<file path="src/tone_pkg.sv">
package tone_pkg;
    // register offsets (word index on the plain port)
    localparam logic [4:0] REG_T1_FREQ      = 5'h00;
    localparam logic [4:0] REG_T1_AMP       = 5'h01;
    localparam logic [4:0] REG_T1_PHASE     = 5'h02;
    localparam logic [4:0] REG_T1_ACTIVE    = 5'h03;
    localparam logic [4:0] REG_T1_INACTIVE  = 5'h04;
    localparam logic [4:0] REG_T2_FREQ      = 5'h05;
    localparam logic [4:0] REG_T2_AMP       = 5'h06;
    localparam logic [4:0] REG_T2_PHASE     = 5'h07;
    localparam logic [4:0] REG_T2_ACTIVE    = 5'h08;
    localparam logic [4:0] REG_T2_INACTIVE  = 5'h09;
    localparam logic [4:0] REG_OSC_CONTROL  = 5'h0A;
    localparam logic [4:0] REG_OSC_MODE     = 5'h0B;
    localparam logic [4:0] REG_IRQ_VECTOR   = 5'h0C;
    localparam logic [4:0] REG_IRQ_ENABLE   = 5'h0D;
    localparam logic [4:0] REG_FSK_SPACE_F  = 5'h0E;
    localparam logic [4:0] REG_FSK_MARK_F   = 5'h0F;
    localparam logic [4:0] REG_FSK_SPACE_A  = 5'h10;
    localparam logic [4:0] REG_FSK_MARK_A   = 5'h11;
    // control register fields, per generator byte: gen n at bit 8*n
    localparam int CTL_OUT_EN   = 0;
    localparam int CTL_TI_EN    = 1;
    localparam int CTL_TA_EN    = 2;
    localparam int CTL_PRESENT  = 3;
    localparam int CTL_PATH     = 4;
    localparam int CTL_ZERO     = 5;
    // mode register fields
    localparam int MODE_T1_FSK  = 0;
    localparam int MODE_FSK_SS  = 1;
    // irq bits: gen n active at 2n, inactive at 2n+1
    localparam logic [15:0] RESET_VALUE = 16'h0000;
    localparam int CLK_HZ        = 25_000_000;
    localparam int SAMPLE_HZ     = 8_000;
    localparam int FSK_HZ        = 24_000;
    localparam int SAMPLE_CYCLES = CLK_HZ / SAMPLE_HZ;
    localparam int FSK_CYCLES    = CLK_HZ / FSK_HZ;
    localparam int FREQ_SHIFT    = 14;
endpackage

</file>
<file path="src/tone_generator.sv">
// Overview of operation
// - two independent resonant oscillators, one sample per 8 kHz tick
// - frequency coefficient is cos(2 pi f / fs) scaled by 2^14, plus amplitude, phase
// - amplitude coefficient scales output linearly, full scale 1.11 Vrms
// - fsk mode on generator 1 computes at 24 kHz using fsk coefficients
// - active and inactive timers; output only during active period
// - periods are 16-bit counts of 125 us ticks
// - both timer enables set make timers drive the oscillator enable
// - one 16-bit counter counts active, resets, then counts inactive, repeating
// - cadence runs until software clears the timer enables
// - zero-cross enable extends each burst to the next zero crossing
// - oscillator enable with only active timer gives one burst
// - both timer enables clear: output follows the enable bit
// - second generator identical with its own bits, except that it has no fsk mode
// - per-generator path select routes output to receive or transmit
// - active and inactive expiries raise interrupts, individually enabled
// - four timer status bits in the first interrupt vector register
module tone_generator
    import tone_pkg::*;
#(
    parameter int ADDR_W = 5
) (
    input  wire logic              core_clk,
    input  wire logic              reset_n,
    input  wire logic [ADDR_W-1:0] reg_addr,
    input  wire logic [15:0]       reg_wdata,
    input  wire logic              reg_write,
    input  wire logic              reg_read,
    output logic      [15:0]       reg_rdata,
    output logic                   irq,
    output logic signed [15:0]     rx_tone,
    output logic signed [15:0]     tx_tone,
    output logic                   sample_strobe
);
    import tone_pkg::*;

    logic [15:0] freq [2];
    logic [15:0] amp [2];
    logic [15:0] phase [2];
    logic [15:0] active_len [2];
    logic [15:0] inactive_len [2];
    logic [15:0] fsk_coef [4];
    logic [15:0] control;
    logic [1:0]  mode;
    logic [3:0]  irq_status;
    logic [3:0]  irq_mask;
    logic [15:0] tick_count;
    logic        tick;
    logic [3:0]  expire;
    logic [1:0]  run;
    logic        ctl_wr;

    assign ctl_wr = reg_write && reg_addr == REG_OSC_CONTROL;

    // sample tick; fsk on generator 1 runs three times faster
    // limitation: the 24 kHz rate only holds while generator 1 runs,
    // so generator 2 timers also step faster during an fsk burst
    logic [15:0] tick_max;
    assign tick_max = (control[CTL_OUT_EN] && mode[MODE_T1_FSK]) ? 16'(FSK_CYCLES - 1)
                                                                 : 16'(SAMPLE_CYCLES - 1);
    always_ff @(posedge core_clk or negedge reset_n) begin
        if (!reset_n) begin
            tick_count <= RESET_VALUE;
            tick       <= 1'b0;
        end else begin
            tick <= (tick_count >= tick_max);
            if (tick_count >= tick_max) begin
                tick_count <= RESET_VALUE;
            end else begin
                tick_count <= tick_count + 16'h0001;
            end
        end
    end
    assign sample_strobe = tick;

    // register writes
    // control and irq vector live in their own processes below
    always_ff @(posedge core_clk or negedge reset_n) begin
        if (!reset_n) begin
            for (int i = 0; i < 2; i++) begin
                freq[i]         <= RESET_VALUE;
                amp[i]          <= RESET_VALUE;
                phase[i]        <= RESET_VALUE;
                active_len[i]   <= RESET_VALUE;
                inactive_len[i] <= RESET_VALUE;
            end
            for (int i = 0; i < 4; i++) begin
                fsk_coef[i] <= RESET_VALUE;
            end
            mode     <= 2'h0;
            irq_mask <= 4'h0;
        end else if (reg_write) begin
            unique case (reg_addr)
                REG_T1_FREQ:     freq[0] <= reg_wdata;
                REG_T1_AMP:      amp[0] <= reg_wdata;
                REG_T1_PHASE:    phase[0] <= reg_wdata;
                REG_T1_ACTIVE:   active_len[0] <= reg_wdata;
                REG_T1_INACTIVE: inactive_len[0] <= reg_wdata;
                REG_T2_FREQ:     freq[1] <= reg_wdata;
                REG_T2_AMP:      amp[1] <= reg_wdata;
                REG_T2_PHASE:    phase[1] <= reg_wdata;
                REG_T2_ACTIVE:   active_len[1] <= reg_wdata;
                REG_T2_INACTIVE: inactive_len[1] <= reg_wdata;
                REG_OSC_MODE:    mode <= reg_wdata[1:0];
                REG_IRQ_ENABLE:  irq_mask <= reg_wdata[3:0];
                REG_FSK_SPACE_F: fsk_coef[0] <= reg_wdata;
                REG_FSK_MARK_F:  fsk_coef[1] <= reg_wdata;
                REG_FSK_SPACE_A: fsk_coef[2] <= reg_wdata;
                REG_FSK_MARK_A:  fsk_coef[3] <= reg_wdata;
                default: ;
            endcase
        end
    end

    // read port, data one cycle after the strobe
    always_ff @(posedge core_clk or negedge reset_n) begin
        if (!reset_n) begin
            reg_rdata <= RESET_VALUE;
        end else if (reg_read) begin
            unique case (reg_addr)
                REG_T1_FREQ:     reg_rdata <= freq[0];
                REG_T1_AMP:      reg_rdata <= amp[0];
                REG_T1_PHASE:    reg_rdata <= phase[0];
                REG_T1_ACTIVE:   reg_rdata <= active_len[0];
                REG_T1_INACTIVE: reg_rdata <= inactive_len[0];
                REG_T2_FREQ:     reg_rdata <= freq[1];
                REG_T2_AMP:      reg_rdata <= amp[1];
                REG_T2_PHASE:    reg_rdata <= phase[1];
                REG_T2_ACTIVE:   reg_rdata <= active_len[1];
                REG_T2_INACTIVE: reg_rdata <= inactive_len[1];
                REG_OSC_CONTROL: reg_rdata <= control;
                REG_OSC_MODE:    reg_rdata <= {14'h0000, mode};
                REG_IRQ_VECTOR:  reg_rdata <= {12'h000, irq_status};
                REG_IRQ_ENABLE:  reg_rdata <= {12'h000, irq_mask};
                REG_FSK_SPACE_F: reg_rdata <= fsk_coef[0];
                REG_FSK_MARK_F:  reg_rdata <= fsk_coef[1];
                REG_FSK_SPACE_A: reg_rdata <= fsk_coef[2];
                REG_FSK_MARK_A:  reg_rdata <= fsk_coef[3];
                default:         reg_rdata <= RESET_VALUE;
            endcase
        end
    end

    logic [15:0] cad_count [2];
    logic [1:0]  in_active;
    logic [1:0]  ending;
    logic signed [17:0] y1 [2];
    logic signed [17:0] y2 [2];
    logic signed [15:0] tone_out [2];
    logic [1:0]  enable_q;

    for (genvar g = 0; g < 2; g++) begin : gen_tone
        logic ta_en;
        logic ti_en;
        logic zero_en;
        logic signed [15:0] coef_f;
        logic signed [15:0] coef_a;
        logic signed [33:0] prod;
        logic signed [17:0] next_y;
        logic               zc;

        assign ta_en   = control[8*g + CTL_TA_EN];
        assign ti_en   = control[8*g + CTL_TI_EN];
        assign zero_en = control[8*g + CTL_ZERO];
        assign run[g]  = control[8*g + CTL_OUT_EN];

        // fsk coefficients replace generator 1 coefficients
        assign coef_f = (g == 0 && mode[MODE_T1_FSK]) ? fsk_coef[mode[MODE_FSK_SS]] : freq[g];
        assign coef_a = (g == 0 && mode[MODE_T1_FSK]) ? fsk_coef[2 + 32'(mode[MODE_FSK_SS])]
                                                      : amp[g];

        // y[n] = 2*c*y[n-1] - y[n-2], c held as q14
        assign prod   = coef_f * y1[g];
        assign next_y = 18'(prod >>> (FREQ_SHIFT - 1)) - y2[g];
        assign zc     = (y1[g][17] != next_y[17]) || next_y == 18'sh00000;

        // restart from initial phase on enable
        always_ff @(posedge core_clk or negedge reset_n) begin
            if (!reset_n) begin
                y1[g]       <= 18'sh00000;
                y2[g]       <= 18'sh00000;
                enable_q[g] <= 1'b0;
            end else begin
                enable_q[g] <= run[g];
                if (run[g] && !enable_q[g]) begin
                    y1[g] <= 18'(signed'(phase[g]));
                    y2[g] <= 18'(signed'(coef_a));
                end else if (tick && run[g]) begin
                    y2[g] <= y1[g];
                    y1[g] <= next_y;
                end
            end
        end

        // output is oscillator state, linear in amplitude
        assign tone_out[g] = 16'(y1[g] >>> 2);

        // single counter alternates active and inactive
        // compare is >= so a shortened length cannot strand the count
        always_ff @(posedge core_clk or negedge reset_n) begin
            if (!reset_n) begin
                cad_count[g] <= RESET_VALUE;
                in_active[g] <= 1'b1;
                ending[g]    <= 1'b0;
            end else if (!run[g] && !(ta_en && ti_en)) begin
                cad_count[g] <= RESET_VALUE;
                in_active[g] <= 1'b1;
                ending[g]    <= 1'b0;
            end else if (tick && ta_en) begin
                if (in_active[g]) begin
                    // hold burst until a zero crossing
                    if (ending[g] || cad_count[g] >= active_len[g]) begin
                        if (!zero_en || zc) begin
                            cad_count[g] <= RESET_VALUE;
                            in_active[g] <= 1'b0;
                            ending[g]    <= 1'b0;
                        end else begin
                            ending[g] <= 1'b1;
                        end
                    end else begin
                        cad_count[g] <= cad_count[g] + 16'h0001;
                    end
                end else if (ti_en) begin
                    if (cad_count[g] >= inactive_len[g]) begin
                        cad_count[g] <= RESET_VALUE;
                        in_active[g] <= 1'b1;
                    end else begin
                        cad_count[g] <= cad_count[g] + 16'h0001;
                    end
                end
            end
        end

        assign expire[2*g]   = tick && ta_en && in_active[g] && run[g]
                               && (ending[g] || cad_count[g] >= active_len[g]) && (!zero_en || zc);
        assign expire[2*g+1] = tick && ta_en && ti_en && !in_active[g]
                               && cad_count[g] >= inactive_len[g];
    end

    always_ff @(posedge core_clk or negedge reset_n) begin
        if (!reset_n) begin
            control <= RESET_VALUE;
        end else begin
            for (int g = 0; g < 2; g++) begin
                if (ctl_wr) begin
                    control[8*g +: 8] <= reg_wdata[8*g +: 8];
                end else if (expire[2*g]) begin
                    control[8*g + CTL_OUT_EN] <= 1'b0;
                end else if (expire[2*g+1]) begin
                    control[8*g + CTL_OUT_EN] <= 1'b1;
                end
                control[8*g + CTL_PRESENT] <= run[g];
            end
        end
    end

    // sticky status, set beats read-clear
    // an expiry meeting the clearing read stays pending, never lost
    always_ff @(posedge core_clk or negedge reset_n) begin
        if (!reset_n) begin
            irq_status <= 4'h0;
        end else begin
            irq_status <= ((reg_read && reg_addr == REG_IRQ_VECTOR) ? 4'h0 : irq_status) | expire;
        end
    end
    assign irq = |(irq_status & irq_mask);

    // route each tone to one path
    // two tones on one path add without saturation; keep amplitudes modest
    always_ff @(posedge core_clk or negedge reset_n) begin
        if (!reset_n) begin
            rx_tone <= 16'sh0000;
            tx_tone <= 16'sh0000;
        end else begin
            rx_tone <= (run[0] && !control[CTL_PATH] ? tone_out[0] : 16'sh0000)
                     + (run[1] && !control[8 + CTL_PATH] ? tone_out[1] : 16'sh0000);
            tx_tone <= (run[0] && control[CTL_PATH] ? tone_out[0] : 16'sh0000)
                     + (run[1] && control[8 + CTL_PATH] ? tone_out[1] : 16'sh0000);
        end
    end

    // checks watch generator 1 unless the label names generator 2; a_route_rx watches generator 2, status, irq and silence checks both
    a_status_sticky: assert property (@(posedge core_clk) disable iff (!reset_n)
        (|irq_status && !(reg_read && reg_addr == REG_IRQ_VECTOR)) |=> |irq_status)
        else $error("status bit lost without read");

    a_irq_level: assert property (@(posedge core_clk) disable iff (!reset_n)
        irq == |(irq_status & irq_mask))
        else $error("irq level mismatch");

    a_expire_sets: assert property (@(posedge core_clk) disable iff (!reset_n)
        expire[0] |=> irq_status[0])
        else $error("active expiry not recorded");

    a_inactive_sets: assert property (@(posedge core_clk) disable iff (!reset_n)
        expire[1] |=> irq_status[1])
        else $error("inactive expiry not recorded");

    a_gen2_sets: assert property (@(posedge core_clk) disable iff (!reset_n)
        expire[3] |=> irq_status[3])
        else $error("generator 2 inactive expiry not recorded");

    a_read_clear: assert property (@(posedge core_clk) disable iff (!reset_n)
        (reg_read && reg_addr == REG_IRQ_VECTOR && expire == 4'h0) |=> irq_status == 4'h0)
        else $error("status not cleared by read");

    a_active_off: assert property (@(posedge core_clk) disable iff (!reset_n)
        (expire[0] && !ctl_wr) |=> !control[CTL_OUT_EN])
        else $error("enable not cleared at expiry");

    a_inactive_on: assert property (@(posedge core_clk) disable iff (!reset_n)
        (expire[1] && !ctl_wr) |=> control[CTL_OUT_EN])
        else $error("enable not set at inactive expiry");

    a_gen2_off: assert property (@(posedge core_clk) disable iff (!reset_n)
        (expire[2] && !ctl_wr) |=> !control[8 + CTL_OUT_EN])
        else $error("generator 2 enable not cleared at expiry");

    a_gen2_on: assert property (@(posedge core_clk) disable iff (!reset_n)
        (expire[3] && !ctl_wr) |=> control[8 + CTL_OUT_EN])
        else $error("generator 2 enable not set at inactive expiry");

    a_direct_hold: assert property (@(posedge core_clk) disable iff (!reset_n)
        (!control[CTL_TA_EN] && !control[CTL_TI_EN] && !ctl_wr) |=> $stable(control[CTL_OUT_EN]))
        else $error("enable moved without timers");

    a_one_shot_stop: assert property (@(posedge core_clk) disable iff (!reset_n)
        (expire[0] && !control[CTL_TI_EN] && !ctl_wr) |=> (!run[0] && cad_count[0] == RESET_VALUE))
        else $error("one-shot did not stop");

    a_count_step: assert property (@(posedge core_clk) disable iff (!reset_n)
        (tick && control[CTL_TA_EN] && run[0] && in_active[0] && !ending[0]
         && cad_count[0] < active_len[0]) |=> cad_count[0] == $past(cad_count[0]) + 16'h0001)
        else $error("cadence count did not advance");

    a_zero_end: assert property (@(posedge core_clk) disable iff (!reset_n)
        (expire[0] && control[CTL_ZERO]) |-> gen_tone[0].zc)
        else $error("burst ended off a zero crossing");

    a_phase_load: assert property (@(posedge core_clk) disable iff (!reset_n)
        (run[0] && !enable_q[0]) |=> y1[0] == 18'($past(signed'(phase[0]))))
        else $error("phase not reloaded");

    a_tick_period: assert property (@(posedge core_clk) disable iff (!reset_n)
        tick |=> !tick)
        else $error("tick too frequent");

    a_silent_off: assert property (@(posedge core_clk) disable iff (!reset_n)
        (!run[0] && !run[1]) |=> (rx_tone == 16'sh0000 && tx_tone == 16'sh0000))
        else $error("tone while disabled");

    a_present_flag: assert property (@(posedge core_clk) disable iff (!reset_n)
        1'b1 |=> control[CTL_PRESENT] == $past(run[0]))
        else $error("signal present flag stale");

    a_route_tx: assert property (@(posedge core_clk) disable iff (!reset_n)
        (run[0] && !run[1] && control[CTL_PATH]) |=> rx_tone == 16'sh0000)
        else $error("transmit tone leaked to receive");

    a_route_rx: assert property (@(posedge core_clk) disable iff (!reset_n)
        (run[1] && !run[0] && !control[8 + CTL_PATH]) |=> tx_tone == 16'sh0000)
        else $error("receive tone leaked to transmit");

    c_zero_hold: cover property (@(posedge core_clk) disable iff (!reset_n) ending[0]);
    c_burst_end: cover property (@(posedge core_clk) disable iff (!reset_n) expire[0]);
    c_burst_restart: cover property (@(posedge core_clk) disable iff (!reset_n) expire[1]);
    c_gen2_irq: cover property (@(posedge core_clk) disable iff (!reset_n) irq && irq_status[2]);
endmodule

</file>
<file path="config.mk">
export PLATFORM = sky130hd
export DESIGN_NAME = tone_generator
export DESIGN_NICKNAME = d
export VERILOG_FILES = /design/src/tone_pkg.sv /design/src/tone_generator.sv
export SDC_FILE = /design/constraint.sdc
export NUM_CORES = 2
export LEC_CHECK = 0
export BUFFER_PORTS_ARGS = -buffer_cell sky130_fd_sc_hd__buf_2
export CAP_MARGIN = 10
export CORE_UTILIZATION = 35
export CTS_BUF_LIST = sky130_fd_sc_hd__clkbuf_8
export CTS_CLUSTER_DIAMETER = 120
export DETAILED_ROUTE_END_ITERATION = 8
export GPL_TIMING_DRIVEN = 0
export HOLD_SLACK_MARGIN = 0.05
export PLACE_DENSITY = 0.56
export SLEW_MARGIN = 30
export SYNTH_ARGS = -nofsm -noshare
export SYNTH_HDL_FRONTEND = slang
export SYNTH_SLANG_ARGS = --single-unit
</file>
<file path="constraint.sdc">
create_clock -name core_clk -period 10.6 [get_ports core_clk]
set_input_delay 0 -clock core_clk [delete_from_list [all_inputs] [get_ports core_clk]]
set_output_delay 0 -clock core_clk [all_outputs]
set_load 0.01 [all_outputs]
</file>
==> flow_summary_export.csv <==
group,metric,value,unit
setup_path,critPathMaxFanout,10,
setup_path,max_stage_delay,0.59,ns
clocking,cts_inserted_buffers,73,
floorplanning,die_h,354.2,um
clocking,insertion_delay,0.74,ns
synth,yosysSeqAreaShare,24.39,%
setup_path,path_class,"reg2reg",
setup_path,cp-start-kind,"register",
timing,slew_viol_final,0,
grt,antenna_found_initial,11,
synth,yosysUniqueCellTypes,81,
setup_path,crit_slowest_cell,"or4_1",
grt,track_usage,23.58,%
clocking,clock_path_buffers,3,
setup_path,cp-end-kind,"register",
run_status,outcome,"complete, no violations",
detailed_routing,dr_wl_met2,63510,um
synth,yosys_warnings,0,
placed_design,port_buffers,70,
detailed_routing,drtAntennaViolNets,0,
setup_path,crit_end,"cad_count[16]",
floorplanning,start_util,35.48,%
timing,fmax,0.09742,GHz
setup_path,crit_required,11.22,ns
synth,syn_area,43410,sq um
finish,drive_gt1_share,11.65,%
placed_design,place_inst,6242,
setup_path,cpMostUsedCell,"fa_1",
timing,timing.setup.tns,0,ns
detailed_routing,drtIter0Drc,3188,
synth,synth_area_leaders,"fa_1 25%, dfrtp_1 24%, ha_1 8.4%, inv_1 6.8%, mux2_2 6.3%",
floorplanning,die-area,125500,sq um
setup_path,r2r_setup_slack,0.34,ns
timing,setup_viol,0,
timing,hold_viol_final,0,
synth,yosysTopAreaCell,"fa_1",
finish,final_nets,5563,
timing,period_share,96.84,%
placed_design,dp_hpwl,116500,um
floorplanning,pin_count,75,
grt,grt_pass1_wl,221700,um
detailed_routing,viasPerCell,5.304,
finish,post-route-util,39.36,%
synth,dominantRegCellSynth,"dfrtp_1",
setup_path,crit-reg2reg-launch,"mode[0]",
placed_design,gp_congestion,1.035,
finish,antenna_cells,0,
synth,ys_seq_elements,423,
timing,period_needed,10.26,ns
hold_path,hp-class,"in2reg",
setup_path,r2r_end,"cad_count[16]",
timing,slew_headroom,23.39,%
floorplanning,rows,128,
synth,synth_enable_flop_cells,0,
run,max_cap_violations,0,
detailed_routing,totalWireLength,147100,um
floorplanning,coreArea,122400,sq um
finish,synthToLayoutAreaGrowth,10.93,%
clocking,cts_tree,"yes",
grt,grt_max_degree,84,
timing,worstMarginPinSlew,1.145,ns
detailed_routing,topRoutingLayerUsed,"met5",
setup_path,crit_arrival,10.88,ns
clocking,cts_sinks,423,
clocking,cts.clk_slew.worst_paths,0.06,ns
synth,synthCells,4533,
setup_path,r2r_cells,38,
synth,synth_top_area_share,24.72,%
grt,grt_remaining_overflow,0,
grt,grt_pass1_vias,34350,
detailed_routing,dr_wl_met3,11520,um
detailed_routing,wire_per_inst,23.03,um
synth,synthArstFlopShare,100.0,%
detailed_routing,drc,0,
detailed_routing,wl_met1,66440,um
detailed_routing,dr.pass1.iters,6,
floorplanning,dieWidth,354.2,um
detailed_routing,vias,33890,
clocking,cts_root_buffer,"clkbuf_8",
timing,finalClockSkew,0.06145,ns
clocking,cts_max_level,3,
setup_path,critical_path.startpoint,"mode[0]",
synth,avgSynthCellArea,9.577,sq um
finish,stdcell_count,6388,
[placed cells by master, fill, tap and decap left out, types with 25 or more instances in the layout]
master,count
inv_1,807
fa_1,536
dfrtp_1,419
nand2_1,408
ha_1,293
mux2_2,242
and2_1,222
nor2_1,215
clkbuf_1,185
a21oi_1,128
clkbuf_8,89
xnor2_1,88
a22oi_1,88
o21ai_0,82
nand3_1,78
buf_2,72
o22ai_1,68
nor2b_1,56
a21o_1,42
and3_1,42
mux2i_1,41
nand2b_1,36
xor2_1,36
nor3_1,33
or3_1,28
o21a_1,26
a22o_1,25
[repair_timing]
item,in CTS,in global routing
endpoints found under the setup margin,25,40
buffers inserted,0,4
hold buffers,24,0
hold endpoints to repair,447,0
resized for setup,32,45
pin swaps,0,7
[sequential cells by signal, summed over array words and instances, names as in the netlist]
register / flops
active_len: 32
amp: 16
cad_count: 32
control: 16
ending: 2
freq: 16
fsk_coef: 64
gen_tone.coef_a: 16
gen_tone.coef_f: 16
in_active: 2
inactive_len: 32
irq_mask: 4
irq_status: 4
mode: 2
phase: 32
reg_rdata: 16
rx_tone: 16
sample_strobe: 1
tick_count: 16
tone_out: 32
tx_tone: 16
y1: 4
y2: 36
[worst min path at each step]
stage                 startpoint             end  slack, ns  cells past startpoint
floorplan                reset_n   active_len[0]      -0.30                      0
global placement    reg_wdata[9]     fsk_coef[9]       0.32                      2
detailed placement       reset_n  tick_count[15]      -0.10                      1
CTS                  reg_addr[4]    reg_rdata[3]       0.05                      4
global route         reg_addr[4]    reg_rdata[3]       0.13                      4
finish               reg_addr[4]    reg_rdata[3]       0.13                      4
[through the flow]
step / setup WS, ns / hold slack (ns) / instance area [sq um]
after floorplan: 0.4997 / -0.2956 / 43420
after global placement: -2.603 / 0.3184 / 45800
after detailed placement: -1.055 / -0.1046 / 46090
after CTS: 0.005801 / 0.05080 / 48040
after global routing: -0.002573 / 0.1345 / 48160
final: 0.3351 / 0.1275 / 48160
[cells by family (layout without fill, tap and decap cells)]
family          count (synthesis)  count (layout)  synth area share [%]
simple gates                 1183            1183                 13.20
buf+inv                      1025            1253                 8.943
fa+ha+maj                     829             829                 33.16
compound gates                660             660                 10.40
flops                         423             423                 24.39
mux                           285             285                 7.289
xor+xnor                      127             127                 2.611
other cells                     1               3              0.008638
[worst max-delay path, delay by kind of cell, from the launching register on]
kind,cells,cell delay (ns)
DFF,1,0.45
xor gates and xnor gates,2,0.38
and+or+nand+nor,6,1.42
adders and majority gates,8,3.62
muxes,1,0.33
AOI/OAI and AO/OA,11,2.41
buffers and inverters,10,1.50
[cells in the mapped netlist, types with 6 or more instances]
cell type and count:
a211oi_1 16, a21boi_0 13, a21o_1 42, a21oi_1 142
a221oi_1 23, a222oi_1 13, a22o_1 25, a22oi_1 88
a31oi_1 14, and2_1 222, and3_1 42, buf_1 10
clkbuf_1 217, dfrtp_1 421, fa_1 536, ha_1 293
inv_1 790, mux2_2 242, mux2i_1 41, nand2_1 408
nand2b_1 36, nand3_1 78, nand4_1 18, nor2_1 217
nor2b_1 57, nor3_1 38, nor4_1 6, o2111ai_1 11
o211ai_1 12, o21a_1 26, o21ai_0 84, o21ai_2 10
o21bai_1 8, o22ai_1 68, o31a_1 11, o31ai_1 6
or2_2 19, or3_1 28, xnor2_1 89, xor2_1 36
[per-layer routing]
metal,global-route usage (%),vias to the layer above
li1,-,15060
met1,34.12,17270
met2,35.45,1305
met3,4.015,242
met4,8.060,4
met5,0,-
[area by class of cell]
type	count	area, sq um
Sequential cell	423	10590
Clock inverter	40	340.3
Clock buffer	89	1225
Fill cell	12320	74200
Tap cell	1625	2033
Inverter	790	2965
Timing Repair Buffer	110	849.6
Buffer	224	949.7
Multi-Input combinational cell	3087	29200
Power is not shown: default switching activity piles up to over one toggle a cycle in this logic, so the estimate is an artifact.
